===== config.mk =====
export PLATFORM = sky130hd
export DESIGN_NAME = lgis_top
export DESIGN_NICKNAME = d
export VERILOG_FILES = /design/src/shared/lgis_pkg.sv /design/src/lgis_gate.sv /design/src/lgis_top.sv
export SDC_FILE = /design/constraint.sdc
export NUM_CORES = 1
export LEC_CHECK = 0
export ABC_CLOCK_PERIOD_IN_PS = 1200
export BUFFER_PORTS_ARGS = -buffer_cell sky130_fd_sc_hd__clkbuf_2
export CAP_MARGIN = 15
export CORE_MARGIN = 2
export CORE_UTILIZATION = 32
export DETAILED_ROUTE_END_ITERATION = 6
export GPL_TIMING_DRIVEN = 0
export SYNTH_ARGS = -nofsm -noshare
export SYNTH_HDL_FRONTEND = slang
export SYNTH_HIERARCHICAL = 1
export SYNTH_SLANG_ARGS = --single-unit
export TNS_END_PERCENT = 20

===== constraint.sdc =====
create_clock -name i_mclk -period 1.2 [get_ports i_mclk]
set_input_delay 0.12 -clock i_mclk [delete_from_list [all_inputs] [get_ports i_mclk]]
set_output_delay 0.12 -clock i_mclk [all_outputs]
set_load 0.01 [all_outputs]

===== src/shared/lgis_pkg.sv =====
// Package with register map, field layout and carrier types for the gate input select stage.
package lgis_pkg;
  localparam int ADDR_W = 4;
  localparam int DATA_W = 16;
  localparam int NUM_GATES = 4;
  localparam int NUM_SRCS = 4;
  localparam int BITS_PER_GATE = 2 * NUM_SRCS;
  localparam logic [ADDR_W-1:0] ADDR_SEL_LO = 4'h0;
  localparam logic [ADDR_W-1:0] ADDR_SEL_HI = 4'h1;
  localparam logic [ADDR_W-1:0] ADDR_POL = 4'h2;
  localparam logic [ADDR_W-1:0] ADDR_GATE_OUT = 4'h3;
  localparam logic [DATA_W-1:0] SEL_RESET = 16'h0000;
  localparam logic [NUM_GATES-1:0] POL_RESET = 4'h0;
  // Within each gate's byte: odd bit is the true enable, even bit the inverted one.
  localparam int TRUE_OFS = 1;
  localparam int INV_OFS = 0;
  localparam int POL_LSB = 0;

  typedef struct packed {
    logic [ADDR_W-1:0] addr;
    logic [DATA_W-1:0] wdata;
    logic wr;
    logic rd;
  } lgis_req_s;

  typedef struct packed {
    logic [NUM_GATES-1:0][BITS_PER_GATE-1:0] en;
    logic [NUM_GATES-1:0] pol;
  } lgis_cfg_s;
endpackage


===== src/lgis_gate.sv =====
// One gate: OR of enabled true and inverted data sources, then polarity.
`timescale 1ns/1ps
module lgis_gate (
  input wire logic [lgis_pkg::NUM_SRCS-1:0] i_src,
  input wire logic [lgis_pkg::BITS_PER_GATE-1:0] i_en,
  input wire logic i_pol,
  output logic o_gate
);
  logic [lgis_pkg::BITS_PER_GATE-1:0] cand;
  logic ored;

  genvar s;
  generate
    for (s = 0; s < lgis_pkg::NUM_SRCS; s++) begin : g_src
      // Both polarities of each source are offered to the gate.
      assign cand[2*s+lgis_pkg::TRUE_OFS] = i_src[s];
      assign cand[2*s+lgis_pkg::INV_OFS] = ~i_src[s];
    end
  endgenerate

  // Disabled candidates are masked off; an empty selection gives zero.
  assign ored = |(cand & i_en);
  assign o_gate = ored ^ i_pol;
endmodule // lgis_gate


===== src/lgis_top.sv =====
// Gate input select stage: select registers, polarity register and four gates.
//
// Added by the designer: the register offsets and the strobed register port.
`timescale 1ns/1ps
//Function
// - Gate 1 true inputs of sources 4..1 enabled by low register bits 7,5,3,1.
// - Gate 1 inverted inputs of sources 4..1 enabled by low bits 6,4,2,0.
// - Gate 2 true inputs enabled by low register bits 15,13,11,9.
// - Gate 2 inverted inputs enabled by low register bits 14,12,10,8.
// - Gate 3 true inputs enabled by high register bits 7,5,3,1.
// - Gate 3 inverted inputs enabled by high register bits 6,4,2,0.
// - Gate 4 true inputs enabled by high register bits 15,13,11,9.
// - Gate 4 inverted inputs enabled by high register bits 14,12,10,8.
// - A cleared enable bit keeps its signal out of the gate.
// - All enable bits are read/write and reset to zero.
// - Each source offers true and inverted forms, eight candidates per gate.
// - Each gate ORs all enabled signals.
// - A gate with nothing enabled gives its polarity value.
// - A set polarity bit inverts the gate's ORed result.
module lgis_top (
  input wire logic i_mclk,
  input wire logic i_reset,
  input wire logic [lgis_pkg::ADDR_W-1:0] i_addr,
  input wire logic [lgis_pkg::DATA_W-1:0] i_wdata,
  input wire logic i_wr,
  input wire logic i_rd,
  output logic [lgis_pkg::DATA_W-1:0] o_rdata,
  input wire logic [lgis_pkg::NUM_SRCS-1:0] i_src,
  output logic [lgis_pkg::NUM_GATES-1:0] o_gate
);
  lgis_pkg::lgis_req_s req;
  lgis_pkg::lgis_cfg_s cfg;
  logic [lgis_pkg::DATA_W-1:0] sel_lo_ff;
  logic [lgis_pkg::DATA_W-1:0] sel_hi_ff;
  logic [lgis_pkg::NUM_GATES-1:0] pol_ff;
  logic [lgis_pkg::DATA_W-1:0] rdata_ff;
  logic [lgis_pkg::DATA_W-1:0] nxt_rdata;
  logic [lgis_pkg::NUM_GATES-1:0] gate_now;
  logic [lgis_pkg::DATA_W-1:0] last_wdata_ff;

  assign req = '{addr: i_addr, wdata: i_wdata, wr: i_wr, rd: i_rd};

  function automatic logic hit(input lgis_pkg::lgis_req_s r, input logic [3:0] a);
    hit = (r.addr == a);
  endfunction

  // Reference gate built term by term, so the checks do not reuse the mask-and-reduce path.
  function automatic logic gate_ref(
    input logic [lgis_pkg::NUM_SRCS-1:0] s,
    input logic [lgis_pkg::BITS_PER_GATE-1:0] e,
    input logic p
  );
    logic acc;
    acc = 1'b0;
    for (int k = 0; k < lgis_pkg::NUM_SRCS; k++) begin
      acc = acc | (e[2*k+lgis_pkg::TRUE_OFS] & s[k]) | (e[2*k+lgis_pkg::INV_OFS] & ~s[k]);
    end
    gate_ref = acc ^ p;
  endfunction

  // Select registers; outputs of the gates follow from the next cycle.
  always_ff @(posedge i_mclk) begin
    if (i_reset) begin
      sel_lo_ff <= lgis_pkg::SEL_RESET;
      sel_hi_ff <= lgis_pkg::SEL_RESET;
    end else if (req.wr) begin
      if (hit(req, lgis_pkg::ADDR_SEL_LO)) begin
        sel_lo_ff <= req.wdata;
      end
      if (hit(req, lgis_pkg::ADDR_SEL_HI)) begin
        sel_hi_ff <= req.wdata;
      end
    end
  end

  // Gate polarity controls.
  always_ff @(posedge i_mclk) begin
    if (i_reset) begin
      pol_ff <= lgis_pkg::POL_RESET;
    end else if (req.wr && hit(req, lgis_pkg::ADDR_POL)) begin
      pol_ff <= req.wdata[lgis_pkg::POL_LSB +: lgis_pkg::NUM_GATES];
    end
  end

  // Read mux; unmapped addresses read as zero.
  always_comb begin
    nxt_rdata = 16'h0000;
    case (req.addr)
      lgis_pkg::ADDR_SEL_LO: nxt_rdata = sel_lo_ff;
      lgis_pkg::ADDR_SEL_HI: nxt_rdata = sel_hi_ff;
      lgis_pkg::ADDR_POL: nxt_rdata = {12'h000, pol_ff};
      lgis_pkg::ADDR_GATE_OUT: nxt_rdata = {12'h000, o_gate};
      default: nxt_rdata = 16'h0000;
    endcase
  end

  always_ff @(posedge i_mclk) begin
    if (i_reset) begin
      rdata_ff <= 16'h0000;
    end else if (req.rd) begin
      rdata_ff <= nxt_rdata;
    end else begin
      rdata_ff <= 16'h0000;
    end
  end
  assign o_rdata = rdata_ff;

  // Last written word, kept only so the checks can see when a write reaches the gates.
  always_ff @(posedge i_mclk) begin
    if (i_reset) begin
      last_wdata_ff <= lgis_pkg::SEL_RESET;
    end else if (req.wr) begin
      last_wdata_ff <= req.wdata;
    end
  end

  // Low register: gate 1 in bits 7..0, gate 2 in 15..8; high likewise for gates 3, 4.
  always_comb begin
    cfg.en[0] = sel_lo_ff[7:0];
    cfg.en[1] = sel_lo_ff[15:8];
    cfg.en[2] = sel_hi_ff[7:0];
    cfg.en[3] = sel_hi_ff[15:8];
    cfg.pol = pol_ff;
  end

  genvar g;
  generate
    for (g = 0; g < lgis_pkg::NUM_GATES; g++) begin : g_gate
      lgis_gate u_gate (
        .i_src(i_src),
        .i_en(cfg.en[g]),
        .i_pol(cfg.pol[g]),
        .o_gate(gate_now[g])
      );
    end
  endgenerate

  // Gates are combinational from the registered enables and live sources.
  assign o_gate = gate_now;
endmodule // lgis_top


# [Word level (Yosys, flattened, before mapping)]
# Index checks and enable logic that the tools add are counted.
[classes] n_eq_ne=3 muxes=1 bitwise_logic=13 n_reduce_logical=9
[ops] op="$pmux W16 S4" count=1
[ops] op="$and A8 B8 Y8" count=4
[ops] op="$reduce_or A8 Y1" count=4
[ops] op="$eq A4 B2 Y1 const B" count=2
[ops] op="$not A1 Y1" count=5
[ops] op="$eq A4 B1 Y1 const B" count=1
[ops] op="$logic_not A4 Y1" count=1
[ops] op="$reduce_and A2 Y1" count=2
[ops] op="$xor A1 B1 Y1" count=4
[ops] op="$reduce_or A2 Y1" count=1
[ops] op="$logic_and A1 B1 Y1" count=1
[totals] register_bits=52 out_inout_bits=20

# [Logic depth before layout (Yosys ltp)]
# Gate-level depths: netlist of run 1.
[logic_depth] depth_word=5 ltp_mapped=6 depth_no_buf=6

# [Hierarchy]
# Netlist of run 1, hierarchy kept.
[by_module_without_submodules] mod="lgis_top" n_inst=1 cells_per_inst=234 area_each_um2=2092.0 seq_area_each_um2=1041.0
[by_module_without_submodules] mod="lgis_gate" n_inst=4 cells_per_inst=6 area_each_um2=55.1 seq_area_each_um2=0.0

# [Least setup slack after synthesis of run 1]
# Ideal clock, no wire load.
[synth_path] path_type="register -> register" start="reg sel_lo_ff[1] (netlist bit)" end="reg rdata_ff (netlist bit o_rdata[0])" setup_ns=0.120 arrival_ns=1.202 required_time_ns=1.080 slack_ns=-0.122 stages_incl_launch_ff=7 period_less_slack_ns=1.322 cell_sequence="dfxtp_1 > mux2i_1 > nand4_1 > xor2_1 > mux2_2 > a22oi_1 > a21oi_1"
[synth_between] elab_chain_cells=4
[synth_rtl] element="from (decl)" line_no="lgis_top.sv:33" rtl="logic [lgis_pkg::DATA_W-1:0] sel_lo_ff;"
[synth_rtl] element="from (signal assigned)" line_no="lgis_top.sv:64" rtl="sel_lo_ff <= lgis_pkg::SEL_RESET;"
[synth_rtl] element="from (signal assigned)" line_no="lgis_top.sv:68" rtl="sel_lo_ff <= req.wdata;"
[synth_rtl] element="$and A8 B8 Y8" line_no="lgis_gate.sv:22" rtl="assign ored = |(cand & i_en);"
[synth_rtl] element="$reduce_or A8 Y1" line_no="lgis_gate.sv:22"
[synth_rtl] element="$xor A1 B1 Y1" line_no="lgis_gate.sv:23" rtl="assign o_gate = ored ^ i_pol;"
[synth_rtl] element="named net o_gate, one bit" line_no="lgis_top.sv:29" rtl="output logic [lgis_pkg::NUM_GATES-1:0] o_gate"
[synth_rtl] element="$pmux W16 S4" line_no="lgis_top.sv:88" rtl="case (req.addr)"
[synth_rtl] element="to (signal assigned)" line_no="lgis_top.sv:101" rtl="rdata_ff <= nxt_rdata;"
[synth_rtl] element="to (decl)" line_no="lgis_top.sv:36" rtl="logic [lgis_pkg::DATA_W-1:0] rdata_ff;"
# The timed path passes the listed nets, and every way through them passes these cells.
# A chain may end at the register's enable or synchronous reset.

# [Worst setup path after layout of run 1]
[layout_path] start="reg sel_lo_ff[15] (netlist bit)" end="out o_gate[1] (netlist bit)"
[layout_between] elab_chain_cells=3
[layout_rtl] element="$and A8 B8 Y8" line_no="lgis_gate.sv:22"
[layout_rtl] element="$reduce_or A8 Y1" line_no="lgis_gate.sv:22"
[layout_rtl] element="$xor A1 B1 Y1" line_no="lgis_gate.sv:23"
[layout_rtl] element="to (decl)" line_no="lgis_top.sv:29"
# Every way passes these cells.

==> flow_summary.yaml, run 1 <==
logic_synthesis:
  synth_area_leaders: "dfxtp_1 45%, a21oi_1 8.7%, nand3_1 7.8%, mux2i_1 6.9%, a22oi_1 5.2%"
  synth_top_area_share_pct: 45.0
  synth-xor-area-share_pct: 1.52
  ys_ff_latch: 52
  synthSimpleGateAreaFrac_pct: 16.9
  synth-compound-area-share_pct: 21.6
  syn_area_per_cell_um2: 8.96
  synth_top_family_by_area: "compound AO/OA/AOI/OAI gates"
  syn_area_mm2: 0.00231
  synthAdderAreaFrac_pct: 0
  ys_seq_area_share_pct: 45.0
  ys_types: 27
  post-synth-top-area-cell: "dfxtp_1"
  ys_warn_count: 6
  muxShareOfSynthArea_pct: 8.87
  syn_inst: 258
  syn-num-nets: 286
sta:
  finalWorstSetupSlack_ns: -0.322
  fmax_mhz: 657
  rsz0062_at_grt: "true"
  max-slew-margin-rel_pct: 57.1
  tightest_slew_ns: 0.642
  finalHoldViolations: 0
  hold-worst-slack_ns: 0.0482
  period_share_pct: 127
  finalSetupViolCount: 8
  fin_skew_ns: 0.00846
  fin_crit_ns: 1.52
  slew_viol_final: 0
grt:
  grt_pass1_vias: 1967
  grt_pass1_wl_um: 10400
  antenna_found_initial: 0
  grtUsageTotal_pct: 17.6
  grt_start_max_net_pins: 15
  overflow: 0
floorplan:
  pin_count: 48
  start_util_pct: 33.5
  rows: 30
  dieHeight_um: 89.0
  core-area_mm2: 0.00691
  die-area_mm2: 0.00792
  fp.dieW_um: 89.0
detailed_routing:
  wirelength_um: 6770
  drt_first_pass_iters: 4
  dr.max_layer_used: "met4"
  route.met2.wl_um: 3100
  drtIter0Drc: 100
  num_vias: 2167
  wl_per_cell_um: 16.5
  wl_met3_um: 429
  ant_nets: 0
  met1_length_um: 3120
  drc_errors: 0
  routed_via_density: 5.29
clock_network:
  ctsHoldBuffers: 0
  htreeDepth: 2
  clock-sinks: 52
  worstSkewPairLatency_ns: 0.31
  cts_tree: "done"
  ctsRootBufferMaster: "clkbuf_8"
  cts-buffers-inserted: 5
  path_clk_slew_ns: 0.09
  clk_path_buf_depth: 2
worst_setup_path:
  crit_path_max_incr_delay_ns: 0.35
  reg2reg_slack_ns: -0.28
  crit_type: "reg -> out"
  crit_arrival_ns: 1.40
  crit_slowest_cell: "dfxtp_1"
  reg2reg_from: "sel_hi_ff[6]"
  path_cells: "mux2i_1, nand4_1, xor2_1, buf_2"
  cp_top_family: "flip-flops"
  ff2ff_path_depth: 6
  crit_path_end_kind: "primary output"
  crit_fanout: 3
  worstPathRequired_ns: 1.08
  path_buf_inv: 1
  reg2reg_to: "o_rdata[2]"
  crit_path_start_kind: "register"
final_layout:
  nets: 342
  final_cell_mix: "42 x clkbuf_2, 42 x dfxtp_1, 39 x a21oi_1, 36 x nand3_1, 23 x o21ai_0"
  drive_gt1_share_pct: 29.9
  num_antenna_cells: 0
  area_growth_pct: 21.8
status:
  run_status: "complete, but fails checks"
  failed_checks: "negative setup slack"
hold_path:
  hold_path_class: "in -> reg"
  holdPathStages: 3
  whs_endpoint: "sel_hi_ff[9]"
  hp-start: "i_wdata[9]"
power:
  power.total_mw: 3.05
  power.density_mw_per_mm2: 1080
  ir_drop_mv: 0.453
  p_leak_nw: 1.06
place:
  numPortBuffers: 46
  dp_hpwl_um: 4880
  gp_congestion: 0.870
run:
  maxCapViolations: 0
## worst min-delay path: cells and delay by family
kind / cells / cell delay [ns]
AO/OA/AOI/OAI: 1 / 0.05
buffers and inverters: 1 / 0.09
AND/OR/NAND/NOR: 1 / 0.06
## final cells by class
type,count,area [um^2]
Tap cell,96,120
Multi-Input combinational cell,184,1160
Sequential cell,52,1050
Clock buffer,6,72.6
Timing Repair Buffer,49,253
Fill cell,750,4090
Buffer,22,149
Clock inverter,1,5.00
## registers in the layout (all words and copies together), names as in the netlist
register and count:
sel_hi_ff 16, pol_ff 4, sel_lo_ff 16, o_rdata 16
## stage by stage
step                instance area [um^2]  cells  setup TNS, ns  worst slack, ns  util, %
floorplan                           2310    258         -0.487           -0.122        -
global placement                    2660    400         -11.32           -0.384     38.6
detailed placement                  2660    400         -12.03           -0.384     38.6
CTS                                 2760    408          -2.22           -0.313     39.9
global route                        2820    410          -3.04           -0.414     40.8
finish                              2820    410          -2.18           -0.322     40.8
## logic make-up (layout without fill, tap and decap cells)
group | count (synthesis) | after routing
buffers and inverters | 22 | 78
and+or+nand+nor | 68 | 68
DFF | 52 | 52
AOI/OAI and AO/OA | 92 | 92
xor gates and xnor gates | 4 | 4
muxes | 20 | 20
## where the power goes
| group | internal, mW | switching, mW | leakage (nW) |
|---|---|---|---|
| logic | 0.121 | 0.212 | 0.591 |
| clock network | 0.398 | 0.561 | 0.0410 |
| registers | 1.74 | 0.0133 | 0.424 |
| total | 2.26 | 0.786 | 1.06 |
## Yosys cell counts, drive strengths merged
cell type / count
mux2i: 16
a21oi: 40
xor2: 4
clkbuf: 5
nand4: 4
nand3: 36
or2: 1
nor4: 1
nor4b: 1
nor3b: 2
a22oi: 16
nor2: 13
buf: 17
o21ai: 36
or3b: 1
dfxtp: 52
nand2: 4
or4b: 1
nand2b: 2
mux2: 4
nor2b: 2
## what timing repair did
action / CTS / global route
buffers inserted: 1 / 2
pin swaps: 7 / 10
gates resized for setup: 8 / 18
gates cloned: 0 / 0
setup endpoints to repair: 9 / 27
## how the worst max path moves through the flow
stage,cells past startpoint,end,from
after detailed placement,7,o_rdata[3],i_src[2]
after global routing,4,o_gate[2],sel_hi_ff[6]
after global placement,7,o_rdata[3],i_src[2]
after floorplan,6,o_rdata[0],sel_lo_ff[1]
final,4,o_gate[1],sel_lo_ff[15]
after CTS,6,o_rdata[3],sel_hi_ff[13]
## layer usage
| metal | vias to the layer above | GRT usage (%) |
|---|---|---|
| li1 | 1055 | - |
| met1 | 1028 | 24.5 |
| met2 | 75 | 26.7 |
| met3 | 9 | 4.16 |
| met4 | 0 | 5.97 |
| met5 | - | 0 |
(Power assumes the default switching activity.)
==> inputs of run 2 (changes only) <==
Settings changed: HOLD_SLACK_MARGIN set to 0.08, SKIP_LAST_GASP set to 1.
==> run 2 against run 1 <==
Against the previous run:
- the flow still finishes with violations (negative setup slack)
- clock power up 0.6%
- combinational power increased by 9.0%
- first-iteration DRC count up 11%
- non-clock buffer count is 13 higher
- worst hold slack better by 0.034 ns
==> flow_summary.yaml, run 2 (synthesis gave the netlist of run 1 again) <==
power:
  comb_power_share_pct: 11.8
  p_clk_share_pct: 31.3
  p_switching_mw: 0.797
  p_leak_nw: 1.11
  seqPwrFrac_pct: 56.9
  swShare_pct: 25.9
  power.density_mw_per_mm2: 1050
  internal-power_mw: 2.28
  ir_drop_mv: 0.455
final_layout:
  num_antenna_cells: 0
  nets: 355
  final_common_cell: "clkbuf_2"
  finalInstanceArea_mm2: 0.00294
  fin_cells: 423
  final_cell_mix: "43 x clkbuf_2, 41 x dfxtp_1, 38 x a21oi_1, 36 x nand3_1, 23 x o21ai_0"
  area_growth_pct: 27.2
  nFillCells: 759
  utilization_pct: 42.6
  drive_gt1_share_pct: 29.4
worst_setup_path:
  crit_type: "reg -> reg"
  crit_path_start_kind: "register"
  crit_path_end_kind: "register"
  cp-endpoint: "o_rdata[3]"
  crit_path_max_incr_delay_ns: 0.33
  crit_arrival_ns: 1.71
  path_depth: 6
  crit_fanout: 2
  path_buf_inv: 0
  reg2reg_slack_ns: -0.31
  ff2ff_path_depth: 6
  path_cells: "mux2i_1, nand4_1, xor2_1, mux2_2, a22oi_1, a21oi_1"
  crit_slowest_cell: "dfxtp_2"
  reg2reg_from: "sel_hi_ff[13]"
  reg2reg_to: "o_rdata[3]"
  worstPathRequired_ns: 1.40
  cp_top_family: "multiplexers"
  crit_start: "sel_hi_ff[13]"
clock_network:
  ctsRootBufferMaster: "clkbuf_8"
  worstSkewPairLatency_ns: 0.31
  clk_path_buf_depth: 2
  htreeDepth: 2
  cts_tree: "done"
  clock-sinks: 52
  path_clk_slew_ns: 0.09
  cts-buffers-inserted: 5
place:
  numPortBuffers: 46
  place_area_mm2: 0.00266
  place_ws_ns: -0.384
  dp_hpwl_um: 4880
  gp_congestion: 0.870
  place_inst: 400
detailed_routing:
  routed_via_density: 5.15
  dr.max_layer_used: "met4"
  drc_errors: 0
  route.met2.wl_um: 3060
  wl_per_cell_um: 16.0
  wl_met3_um: 363
  wirelength_um: 6770
  met1_length_um: 3220
  num_vias: 2180
  drtIter0Drc: 111
  drt_first_pass_iters: 5
  ant_nets: 0
grt:
  grtUsageTotal_pct: 17.7
  grt_start_max_net_pins: 15
  overflow: 0
  antenna_found_initial: 0
  grt_pass1_vias: 2000
  grt_pass1_wl_um: 10500
floorplan:
  start_util_pct: 33.5
  dieHeight_um: 89.0
  core-area_mm2: 0.00691
  pin_count: 48
  rows: 30
  fp.dieW_um: 89.0
  die-area_mm2: 0.00792
sta:
  fin_crit_ns: 1.51
  finalWorstSetupSlack_ns: -0.313
  fin_skew_ns: 0.00858
  period_share_pct: 126
  fmax_mhz: 661
  tightest_slew_ns: 0.668
  slew_viol_final: 0
  finalHoldViolations: 0
  max-slew-margin-rel_pct: 55.4
  rsz0062_at_grt: "true"
  finalSetupViolCount: 28
hold_path:
  hold_path_class: "in -> reg"
  holdPathStages: 3
status:
  run_status: "complete, but fails checks"
  failed_checks: "negative setup slack"
run:
  maxCapViolations: 0
[run 2: worst min path at each step]
stage | start | to | slack, ns
2_1_floorplan | i_wdata[0] | pol_ff[0] | 0.27
3_3_place_gp | i_wdata[14] | sel_hi_ff[14] | 0.37
3_5_place_dp | i_wdata[14] | sel_lo_ff[14] | 0.38
4_1_cts | i_wdata[0] | sel_hi_ff[0] | 0.09
5_1_grt | i_wdata[1] | pol_ff[1] | 0.1
6_report | i_wdata[0] | sel_hi_ff[0] | 0.08
[run 2: metrics by stage]
stage               hold WS (ns)  setup TNS, ns  power, mW
global route              0.0950          -5.26       3.20
CTS                       0.0860          -2.30       3.08
finish                    0.0825          -2.93       3.08
floorplan                  0.268         -0.487       1.96
detailed placement         0.377         -12.03       2.11
global placement           0.374         -11.32       2.11
[run 2: area by class of cell]
| class | instances | area (um^2) | area share, % |
|---|---|---|---|
| multi-input cells | 184 | 1160 | 39.6 |
| clock buffers | 6 | 72.6 | 2.47 |
| plain buffers | 22 | 140 | 4.77 |
| repair buffers | 62 | 383 | 13.0 |
| clock inverters | 1 | 5.00 | 0.170 |
| well taps | 96 | 120 | 4.09 |
| flip-flops and latches | 52 | 1050 | 35.9 |
[run 2: metal layers]
metal	up-vias	GRT usage, %
met1	1016	24.9
met5	-	0
met3	9	3.60
met4	0	5.97
met2	73	27.0
li1	1082	-
[run 2: power by group through the flow]
stage                     sequential [mW]  combinational [mW]  clock [mW]
after floorplan                      1.79               0.170           0
after global placement               1.79               0.316           0
after detailed placement             1.79               0.318           0
after CTS                            1.75               0.355       0.970
after global routing                 1.76               0.390        1.06
final                                1.75               0.363       0.965
[run 2: worst register-to-register path, stage by stage, from the launching register on]
cell and delay, ns:
dfxtp_2 0.33, mux2i_1 0.16, nand4_1 0.18, xor2_1 0.19, mux2_2 0.29, a22oi_1 0.15, a21oi_1 0.09
[run 2: repair_timing]
action	CTS	global route
endpoints found under the hold margin	24	0
resized for setup	3	19
hold buffers	13	0
endpoints found under the setup margin	9	28
setup buffers	1	2
pin swaps	4	13
